**src/core/decim_pkg.sv**
```systemverilog
// Purpose: shared constants and types for the decimating low pass leg pipeline
// Assumes: one 20 MHz clock, synchronous active-high reset
// Notes: widths follow the fractional bit weightings of the gain chain
// Behaviour
// output is input times every stage gain
// shifter applies only power-of-two gains
// software sets exponent near minimum total gain
// in-phase and quadrature legs are identical
// integrate-dump, third-order comb, or bypass, optional compensation
// pipeline registers load every clock except decimated side
// gain loop accumulator updates once per output
// each integrator one clock delay, enabled per input
// interpolated mode enables integrators every clock
// gated mode enables integrators only on gated samples
// each asserted input enable admits one sample
// comb output rounded and saturated to 11 bits
// compensation output rounded and limited to 10 bits
// adaptive gain spans unity to 1.9375 times 128
// output enable is divider terminal-count pulse
// synchronous reset clears integrators, combs, gain accumulator
package decim_pkg;
    localparam int IN_W = 10;
    localparam int MIX_W = 12;
    localparam int ACC_W = 48;
    localparam int CIC_W = 11;
    localparam int OUT_W = 10;
    localparam int SHIFT_W = 6;
    localparam int DIV_W = 12;
    localparam int GAIN_W = 8;
    localparam int GAIN_FRAC = 4;
    localparam int GAIN_EXP_W = 3;
    localparam int SCALER_SHIFT = 36;
    localparam int CIC_FRAC_SHIFT = 38;
    localparam int COMP_FRAC = 6;
    localparam int MIX_ROUND = 9;
    localparam int ORDER = 3;
    // clocks from the divider pulse until the leg output carries the new sample
    localparam int VALID_LAG = 3;
    // bit 4 of the gain code is unused, so the ceiling is 1.9375 times 128
    localparam logic [GAIN_W-1:0] GAIN_MAX = 8'hEF;
    localparam logic [GAIN_W-1:0] GAIN_MIN = 8'h00;
    localparam logic [DIV_W-1:0] DIV_ONE = 12'h000;

    typedef enum logic [1:0] {
        FILT_DUMP = 2'b00,
        FILT_CIC3 = 2'b01,
        FILT_BYPASS = 2'b10
    } filt_mode_t;

    typedef enum logic [1:0] {
        COMP_NONE = 2'b00,
        COMP_SINC1 = 2'b01,
        COMP_SINC3 = 2'b10
    } comp_mode_t;

    typedef struct packed {
        filt_mode_t filt;
        comp_mode_t comp;
        logic gated;
        logic [SHIFT_W-1:0] shift_exp;
        logic [DIV_W-1:0] divisor_m1;
        logic [GAIN_W-1:0] loop_gain_step;
        logic [OUT_W-1:0] level_target;
    } filt_cfg_t;

    typedef struct packed {
        logic valid;
        logic signed [OUT_W-1:0] i;
        logic signed [OUT_W-1:0] q;
    } iq_sample_t;
endpackage

```
**src/core/decim_leg.sv**
```systemverilog
// Purpose: one filter leg: mixer round, scaler, gain, shifter, comb, compensation
// Assumes: enables come from the top level
// Notes: both legs use this module so latency matches exactly
`timescale 1ns/1ps
`default_nettype none
module decim_leg (
    input wire logic clk_i,
    input wire logic srst_i,
    input wire logic samp_en_i,
    input wire logic out_en_i,
    input wire decim_pkg::filt_mode_t filt_i,
    input wire decim_pkg::comp_mode_t comp_i,
    input wire logic [decim_pkg::SHIFT_W-1:0] shift_exp_i,
    input wire logic [decim_pkg::GAIN_W-1:0] gain_i,
    input wire logic signed [decim_pkg::MIX_W+decim_pkg::IN_W-1:0] prod_i,
    output logic signed [decim_pkg::OUT_W-1:0] out_o
);
    import decim_pkg::*;

    logic signed [MIX_W-1:0] mix_q, mix_d;
    logic signed [ACC_W-1:0] gain_q, gain_d;
    logic signed [ACC_W-1:0] integ_q [ORDER];
    logic signed [ACC_W-1:0] integ_d [ORDER];
    logic signed [ACC_W-1:0] dump_q [ORDER];
    logic signed [ACC_W-1:0] dump_d [ORDER];
    logic signed [ACC_W-1:0] comb_v [ORDER+1];
    logic signed [ACC_W-1:0] comb_q, comb_d;
    logic signed [CIC_W-1:0] sat_q, sat_d, prev_q, prev_d;
    logic tap_en_q, tap_en_d;
    logic signed [OUT_W-1:0] out_q, out_d;
    logic signed [ACC_W-1:0] mant, shifted, pick, rnd;
    logic signed [CIC_W+COMP_FRAC+2:0] comp_acc, comp_rnd;

    ////////////////////////////////////////////////////////////////
    always_comb begin
        mix_d = MIX_W'((prod_i + (1 <<< (MIX_ROUND - 1))) >>> MIX_ROUND);
        // mantissa 1.xxxx times 2^exp covers 1.0 to 1.9375*128
        mant = ACC_W'(mix_q) * ACC_W'({1'b0, 1'b1, gain_i[GAIN_FRAC-1:0]});
        shifted = mant <<< gain_i[GAIN_W-1 -: GAIN_EXP_W];
        // power-of-two shifter only; the fixed scaler is folded into the fraction point
        gain_d = shifted <<< shift_exp_i;
        comb_v[0] = '0;
        for (int k = 0; k < ORDER; k++) begin
            integ_d[k] = integ_q[k];
            dump_d[k] = dump_q[k];
            comb_v[k+1] = '0;
        end
        // each integrator is one clock of delay, gated by the sample enable
        if (samp_en_i) begin
            integ_d[0] = integ_q[0] + gain_q;
            integ_d[1] = integ_q[1] + integ_q[0];
            integ_d[2] = integ_q[2] + integ_q[1];
        end
        if (filt_i == FILT_DUMP) begin
            integ_d[1] = '0;
            integ_d[2] = '0;
            comb_v[ORDER] = integ_q[0] - dump_q[0];
        end else begin
            comb_v[1] = integ_q[2] - dump_q[0];
            comb_v[2] = comb_v[1] - dump_q[1];
            comb_v[3] = comb_v[2] - dump_q[2];
        end
        // dump side stores previous values once per output sample
        if (out_en_i) begin
            dump_d[0] = (filt_i == FILT_DUMP) ? integ_q[0] : integ_q[2];
            dump_d[1] = comb_v[1];
            dump_d[2] = comb_v[2];
        end
        comb_d = comb_q;
        if (filt_i == FILT_BYPASS) begin
            comb_d = gain_q;
        end else if (out_en_i) begin
            comb_d = comb_v[ORDER];
        end
        // round then saturate into the 11-bit window, never wrap
        pick = comb_q >>> (CIC_FRAC_SHIFT - SCALER_SHIFT + MIX_W);
        rnd = (pick + ACC_W'(1)) >>> 1;
        if (rnd > ACC_W'((1 <<< (CIC_W-1)) - 1)) begin
            sat_d = {1'b0, {(CIC_W-1){1'b1}}};
        end else if (rnd < -ACC_W'(1 <<< (CIC_W-1))) begin
            sat_d = {1'b1, {(CIC_W-1){1'b0}}};
        end else begin
            sat_d = CIC_W'(rnd);
        end
        // prev takes the old result on the edge where sat takes the new one,
        // so outside bypass the compensated output moves only once per output sample
        tap_en_d = out_en_i;
        prev_d = tap_en_q ? sat_q : prev_q;
        // two-tap sharpening stands in for the compensation shapes
        case (comp_i)
            COMP_SINC1: comp_acc = ((CIC_W+COMP_FRAC+3)'(sat_q) <<< COMP_FRAC)
                + ((CIC_W+COMP_FRAC+3)'(sat_q - prev_q) <<< (COMP_FRAC - 3));
            COMP_SINC3: comp_acc = ((CIC_W+COMP_FRAC+3)'(sat_q) <<< COMP_FRAC)
                + ((CIC_W+COMP_FRAC+3)'(sat_q - prev_q) <<< (COMP_FRAC - 2));
            default: comp_acc = (CIC_W+COMP_FRAC+3)'(sat_q) <<< COMP_FRAC;
        endcase
        // round and limit to 10 bits
        comp_rnd = (CIC_W+COMP_FRAC+3)'((comp_acc + (1 <<< COMP_FRAC)) >>> (COMP_FRAC + 1));
        if (comp_rnd > (CIC_W+COMP_FRAC+3)'((1 <<< (OUT_W-1)) - 1)) begin
            out_d = {1'b0, {(OUT_W-1){1'b1}}};
        end else if (comp_rnd < -(CIC_W+COMP_FRAC+3)'(1 <<< (OUT_W-1))) begin
            out_d = {1'b1, {(OUT_W-1){1'b0}}};
        end else begin
            out_d = OUT_W'(comp_rnd);
        end
    end

    always_ff @(posedge clk_i) begin
        if (srst_i) begin
            mix_q <= '0;
            gain_q <= '0;
            comb_q <= '0;
            sat_q <= '0;
            prev_q <= '0;
            tap_en_q <= 1'b0;
            out_q <= '0;
            for (int k = 0; k < ORDER; k++) begin
                integ_q[k] <= '0;
                dump_q[k] <= '0;
            end
        end else begin
            mix_q <= mix_d;
            gain_q <= gain_d;
            comb_q <= comb_d;
            sat_q <= sat_d;
            prev_q <= prev_d;
            tap_en_q <= tap_en_d;
            out_q <= out_d;
            for (int k = 0; k < ORDER; k++) begin
                integ_q[k] <= integ_d[k];
                dump_q[k] <= dump_d[k];
            end
        end
    end

    assign out_o = out_q;
endmodule
`default_nettype wire

```
**src/core/decim_filter.sv**
```systemverilog
// Purpose: two matched legs with input gating, decimation divider and gain loop
// Assumes: converter data and mixer sinusoid arrive synchronous to clk_i
// Notes: gain loop drives both legs from the in-phase magnitude
`timescale 1ns/1ps
`default_nettype none
module decim_filter (
    input wire logic clk_i,
    input wire logic srst_i,
    input wire decim_pkg::filt_cfg_t cfg_i,
    input wire logic input_sample_enable_i,
    input wire logic signed [decim_pkg::IN_W-1:0] data_i_i,
    input wire logic signed [decim_pkg::IN_W-1:0] data_q_i,
    input wire logic signed [decim_pkg::IN_W-1:0] lo_cos_i,
    input wire logic signed [decim_pkg::IN_W-1:0] lo_sin_i,
    output decim_pkg::iq_sample_t sample_o,
    output logic [decim_pkg::GAIN_W-1:0] adaptive_loop_gain_o
);
    import decim_pkg::*;

    localparam int PROD_W = MIX_W + IN_W;

    logic samp_en;
    logic [DIV_W-1:0] div_q, div_d;
    logic out_en_q, out_en_d;
    logic [VALID_LAG-1:0] out_en_dly_q, out_en_dly_d;
    logic [GAIN_W-1:0] gain_q, gain_d;
    logic [GAIN_W-2:0] code, code_nx, code_max, code_min;
    logic [GAIN_W:0] code_up;
    iq_sample_t smp_q, smp_d;
    logic signed [PROD_W-1:0] prod [2];
    logic signed [OUT_W-1:0] leg_out [2];
    logic [OUT_W-1:0] mag;

    ////////////////////////////////////////////////////////////////
    // one sample per asserted enable in gated mode, every clock otherwise
    assign samp_en = cfg_i.gated ? input_sample_enable_i : 1'b1;

    assign prod[0] = PROD_W'(data_i_i * lo_cos_i);
    assign prod[1] = PROD_W'(data_q_i * lo_sin_i);

    // identical legs, same stages, latency and enables
    for (genvar g = 0; g < 2; g++) begin : g_leg
        decim_leg u_leg (
            .clk_i(clk_i),
            .srst_i(srst_i),
            .samp_en_i(samp_en),
            .out_en_i(out_en_q),
            .filt_i(cfg_i.filt),
            .comp_i(cfg_i.comp),
            .shift_exp_i(cfg_i.shift_exp),
            .gain_i(gain_q),
            .prod_i(prod[g]),
            .out_o(leg_out[g])
        );
    end

    ////////////////////////////////////////////////////////////////
    always_comb begin
        // divider counts input samples; terminal count gives a one-clock pulse
        div_d = div_q;
        out_en_d = 1'b0;
        if (samp_en) begin
            if (div_q == DIV_ONE) begin
                div_d = cfg_i.divisor_m1;
                out_en_d = 1'b1;
            end else begin
                div_d = div_q - DIV_W'(1);
            end
        end
        // valid rides along with the leg pipeline so it flags the fresh i and q
        out_en_dly_d = {out_en_dly_q[VALID_LAG-2:0], out_en_q};
        mag = leg_out[0][OUT_W-1] ? OUT_W'(-leg_out[0]) : OUT_W'(leg_out[0]);
        // step the packed 7-bit code: stepping the raw byte would let each carry
        // out of the fraction land in the unused bit and drop the mantissa to unity
        code = {gain_q[GAIN_W-1 -: GAIN_EXP_W], gain_q[GAIN_FRAC-1:0]};
        code_max = {GAIN_MAX[GAIN_W-1 -: GAIN_EXP_W], GAIN_MAX[GAIN_FRAC-1:0]};
        code_min = {GAIN_MIN[GAIN_W-1 -: GAIN_EXP_W], GAIN_MIN[GAIN_FRAC-1:0]};
        code_up = {2'b00, code} + {1'b0, cfg_i.loop_gain_step};
        code_nx = code;
        // loop accumulator moves once per output sample, clamped to its span
        if (out_en_dly_q[VALID_LAG-1]) begin
            if (mag < cfg_i.level_target) begin
                code_nx = (code_up > {2'b00, code_max}) ? code_max : (GAIN_W-1)'(code_up);
            end else if (mag > cfg_i.level_target) begin
                code_nx = ({2'b00, code} < {2'b00, code_min} + {1'b0, cfg_i.loop_gain_step})
                    ? code_min : (GAIN_W-1)'({1'b0, code} - cfg_i.loop_gain_step);
            end
        end
        gain_d = {code_nx[GAIN_W-2 -: GAIN_EXP_W], 1'b0, code_nx[GAIN_FRAC-1:0]};
        smp_d.valid = out_en_dly_q[VALID_LAG-1];
        smp_d.i = leg_out[0];
        smp_d.q = leg_out[1];
    end

    always_ff @(posedge clk_i) begin
        if (srst_i) begin
            div_q <= DIV_ONE;
            out_en_q <= 1'b0;
            out_en_dly_q <= '0;
            gain_q <= GAIN_MIN;
            smp_q <= '0;
        end else begin
            div_q <= div_d;
            out_en_q <= out_en_d;
            out_en_dly_q <= out_en_dly_d;
            gain_q <= gain_d;
            smp_q <= smp_d;
        end
    end

    assign sample_o = smp_q;
    assign adaptive_loop_gain_o = gain_q;
endmodule
`default_nettype wire

```
**config.mk**
```make
export PLATFORM = sky130hd
export DESIGN_NAME = decim_filter
export DESIGN_NICKNAME = d
export VERILOG_FILES = /design/src/core/decim_pkg.sv /design/src/core/decim_leg.sv /design/src/core/decim_filter.sv
export SDC_FILE = /design/constraint.sdc
export NUM_CORES = 2
export LEC_CHECK = 0
export BUFFER_PORTS_ARGS = -buffer_cell sky130_fd_sc_hd__buf_2
export CORE_UTILIZATION = 45
export DETAILED_ROUTE_END_ITERATION = 10
export GPL_ROUTABILITY_DRIVEN = 0
export MAX_ROUTING_LAYER = met4
export PLACE_DENSITY = 0.62
export SLEW_MARGIN = 10
export SYNTH_ARGS = -nofsm -noshare
export SYNTH_HDL_FRONTEND = slang
export SYNTH_HIERARCHICAL = 1
export SYNTH_SLANG_ARGS = --single-unit
```
**constraint.sdc**
```tcl
create_clock -name clk_i -period 10.2 [get_ports clk_i]
set_input_delay 2.04 -clock clk_i [delete_from_list [all_inputs] [get_ports clk_i]]
set_output_delay 2.04 -clock clk_i [all_outputs]
set_load 0.03 [all_outputs]
```
# After elaboration in Yosys (flattened, before gate mapping)

Memories as Yosys holds them, arrays and structs flattened.
Cells that the tools add are included.

Register bits: 326
RAM bits: 576
Bits of input ports: 84
Output and inout bits: 29
Word-level logic and storage cells: 154
Memories kept: 4

Add/subtract/negate cells: 30
Multiply operators: 4
$lt $le $gt $ge: 12
Equal/unequal tests: 3
Shift operators: 4
Multiplexer cells: 49
Bitwise operators: 13
Reduce and logical (&&, ||, !) cells: 10

Memory list:

| name                   | depth | width | rd ports | clocked after memory_dff | write ports | line            | RTL |
|---|---|---|---|---|---|---|---|
| g_leg[0].u_leg.dump_q  | 3     | 48    | 3        | 0                        | 3           | decim_leg.sv:24 | `logic signed [ACC_W-1:0] dump_q [ORDER];` |
| g_leg[0].u_leg.integ_q | 3     | 48    | 3        | 0                        | 3           | decim_leg.sv:22 | `logic signed [ACC_W-1:0] integ_q [ORDER];` |
| g_leg[1].u_leg.dump_q  | 3     | 48    | 3        | 0                        | 3           | decim_leg.sv:24 |  |
| g_leg[1].u_leg.integ_q | 3     | 48    | 3        | 0                        | 3           | decim_leg.sv:22 |  |

Operators by type and width:

| operator                                              | count |
|---|---|
| two-way mux 48 bit                                    | 20 |
| two-way mux 144 bit                                   | 4 |
| two-way mux 96 bit                                    | 4 |
| subtractor 48 bit                                     | 8 |
| adder 48 bit                                          | 6 |
| <<< shifter 48 x 3 -> 48 bit                          | 2 |
| <<< shifter 48 x 6 -> 48 bit                          | 2 |
| one-hot mux 20 bit (2 select lines)                   | 2 |
| adder 34 x 2 -> 35 bit (second input constant)        | 2 |
| > comparator 34 x 11 -> 1 bit (second input constant) | 2 |
| < comparator 34 x 11 -> 1 bit (second input constant) | 2 |
| two-way mux 10 bit                                    | 5 |
| adder 20 x 10 -> 21 bit (second input constant)       | 2 |
| adder 20 x 8 -> 21 bit (second input constant)        | 2 |
| > comparator 20 x 10 -> 1 bit (second input constant) | 2 |
| < comparator 20 x 10 -> 1 bit (second input constant) | 2 |
| multiplier 10 x 10 -> 20 bit                          | 2 |
| adder 17 x 15 -> 18 bit                               | 2 |
| adder 17 x 16 -> 18 bit                               | 2 |
| multiplier 12 x 6 -> 18 bit                           | 2 |
| two-way mux 7 bit                                     | 4 |
| subtractor 11 x 11 -> 12 bit                          | 2 |
| two-way mux 11 bit                                    | 2 |
| two-way mux 9 bit                                     | 2 |
| 19 further kinds                                      | 40 |

# Logic depth before layout (Yosys ltp)

Depth after elaboration: 7
Depth in mapped cells: 39

# Cells and area by module

The synthesis kept the hierarchy.

Modules (own cells, without submodules):

| module                      | instances | cells each | area an instance (µm²) | sequential area each (µm²) |
|---|---|---|---|---|
| decim_leg at g_leg[0].u_leg | 1         | 5008       | 38239.2                | 8308.0 |
| decim_leg at g_leg[1].u_leg | 1         | 4914       | 38100.3                | 8308.0 |
| decim_filter                | 1         | 1255       | 10710.3                | 880.8 |

# Worst setup path after synthesis

OpenSTA, ideal clock, no wires.

Path type: input port to flip-flop
From: in data_i_i[9] (netlist bit)
To: reg g_leg[0].u_leg.mix_q[11]
Library setup time: 0.128 ns
Arrival: 7.412 ns
Data required time: 10.072 ns
Path slack: 2.660 ns
Stages on the path: 21
Path through: clkbuf_1 -> nand2_1 -> fa_1 -> inv_1 -> fa_1 -> fa_1 -> fa_1 -> inv_1 -> fa_1 -> inv_1 -> ha_1 -> and4_1 -> a221o_1 -> a21oi_1 -> o2bb2ai_1 -> o21ai_0 -> xnor2_1 -> nand3_1 -> nor3_1 -> xnor2_1 -> nor2_1

RTL lines:

| element                | line               | RTL |
|---|---|---|
| start: declaration     | decim_filter.sv:11 | `input wire logic signed [decim_pkg::IN_W-1:0] data_i_i,` |
| end signal: assignment | decim_leg.sv:122   | `mix_q <= mix_d;` |
| end: declaration       | decim_leg.sv:20    | `logic signed [MIX_W-1:0] mix_q, mix_d;` |

==> flow_summary_export.csv <==
group,metric,value,unit
cts,post_cts_buffers,0,
timing,fin_crit_sh,82.2,%
timing,fin_crit,8380,ps
setup_path,cp_max_fo,6,
cts,cts_buffers,106,
global_routing,grt_pass1_wl,409000,um
setup_path,crit_arrival,9060,ps
cts,cts_buffer_depth,3,
routing,wl_per_cell,19.1,um
routing,drc,0,
layout,fillCellCount,18700,
global_routing,grt_pass1_vias,75500,
timing,slew_headroom,23.9,%
yosys,syn_area,0.0869,mm2
placement,dp.final_hpwl,200000,um
status,status,"finished, final reports clean",
setup_path,cp_common_cell,"a21o_1",
layout,multi_input_area,0.0641,mm2
floorplanning,dieArea,0.195,mm2
floorplanning,die_width,442,um
cts,clock-root-buffer,"clkbuf_16",
routing,firstDrtPassIters,6,
setup_path,max_stage_delay,460,ps
placement,port_buffers,111,
cts,cts-htree-levels,3,
cts,worstSkewPairLatency,750,ps
routing,antenna_left,0,
cts,path_clk_slew,60,ps
cts,cts_tree,"yes",
timing,fmax,0.119,GHz
floorplanning,initial_core_util,45.5,%
layout,syn_to_final_growth,6.71,%
hold_path,whs_path_depth,1,
setup_path,crit_path_top_delay_cell,"o41ai_1",
setup_path,critical_path_class,"reg -> reg",
global_routing,grt_use_total,26.5,%
layout,fin_nets,12200,
routing,post_drt_via_cell_ratio,5.96,
routing,num_vias,80700,
floorplanning,rows,160,
layout,final_layout_size_suffix_gt1_share,4.95,%
floorplanning,fp.dieH,442,um
timing,finalMaxSlewViolations,0,
floorplanning,io_pins,113,
layout,regArea,0.0175,mm2
timing,whs,433,ps
cts,cts_resized,0,
job,max_cap_violations,0,
timing,rsz0062_at_grt,"false",
routing,drtIter0Drc,6969,
routing,routed_wl,259000,um
yosys,ys_warn_count,6,
setup_path,worstSetupStartpointType,"register",
setup_path,worstRegToRegCells,38,
yosys,synth_cells,11200,
hold_path,hold_path.class,"reg -> reg",
setup_path,worstSetupEndpointType,"register",
setup_path,worstPathRequired,10880,ps
timing,setup_viol,0,
layout,post-route-util,48.6,%
timing,tightestPinTransition,1140,ps
yosys,synth_fp_nets,12400,
global_routing,grt_overflow_total,0,
cts,cts_hold_buf,0,
timing,finalSetupTns,0,ps
cts,cts_sinks,874,
timing,skew,33.4,ps
timing,hold_viol,0,
global_routing,antenna_found_initial,8,
floorplanning,core,0.191,mm2
yosys,avgSynthCellArea,7.79,um2
global_routing,grt_max_degree,84,
## metal layers
layer / global-route usage (%) / part of all wire [%] / vias up
met5: - / 0 / -
met1: 35.8 / 46 / 38200
met4: 9.58 / 3.7 / 0
met2: 40.7 / 44 / 2700
met3: 3.04 / 6.6 / 467
li1: - / - / 39400
## final timing paths
check | endpoint | slack (ps) | startpoint
max | g_leg[1].u_leg/comb_q[46]$_SDFFE_PP0P_ | 1820 | g_leg[1].u_leg/integ_q[0][96]$_SDFFE_PP0P_
min | sample_o[9]$_SDFF_PP0_ | 430 | g_leg[1].u_leg/out_o[9]$_SDFF_PP0_
max reg2reg | g_leg[1].u_leg/comb_q[46]$_SDFFE_PP0P_ | 1820 | g_leg[1].u_leg/integ_q[0][96]$_SDFFE_PP0P_
min reg2reg | sample_o[9]$_SDFF_PP0_ | 430 | g_leg[1].u_leg/out_o[9]$_SDFF_PP0_
## worst max-delay path: cells and delay by family, from the launching register on
family	cells	cell delay [ps]
AO/OA/AOI/OAI	23	5150
XOR/XNOR	3	550
adder cells (fa/ha/maj)	4	1240
buffers and inverters	2	110
flip-flops	1	330
AND/OR/NAND/NOR	6	920
## sequential cells by signal, indices dropped and copies added, names as in the netlist, 20 cells and up
signal,count
g_leg.u_leg/comb_q,68
g_leg.u_leg/dump_q,288
g_leg.u_leg/gain_q,96
g_leg.u_leg/integ_q,288
g_leg.u_leg/mix_q,24
g_leg.u_leg/out_o,20
g_leg.u_leg/prev_q,22
g_leg.u_leg/sat_q,22
sample_o,21
## cell type report
class	instances	area share, %
multi-input combinational	8864	69.1
antenna	13	0.0351
inverter	911	3.69
timing repair buffer	177	1.14
sequential	874	18.9
tap	2511	3.39
clock buffer	150	3.31
clock inverter	42	0.488
## stage by stage
step / cells / area, um2 / setup slack [ps]
global route: 13500 / 92800 / 1180
CTS: 13500 / 92700 / 1930
finish: 13500 / 92800 / 1820
global placement: 13300 / 89200 / 1960
detailed placement: 13300 / 89200 / 1990
floorplan: 11200 / 86900 / 2660
## cells in the final DEF, fill, tap and decap left out, types with 139 or more instances in the layout
| cell | count |
|---|---|
| a211oi_1 | 139 |
| a21o_1 | 408 |
| a21oi_1 | 846 |
| and2_1 | 189 |
| dfxtp_1 | 870 |
| fa_1 | 270 |
| ha_1 | 893 |
| inv_1 | 895 |
| mux2i_1 | 248 |
| nand2_1 | 955 |
| nand3_1 | 232 |
| nor2_1 | 1114 |
| nor3_1 | 179 |
| o21ai_0 | 525 |
| xnor2_1 | 463 |
| xor2_1 | 210 |
Power is left out: the tool's default activity adds up to more than one toggle a clock period on the data nets, which glitch-free logic cannot reach.
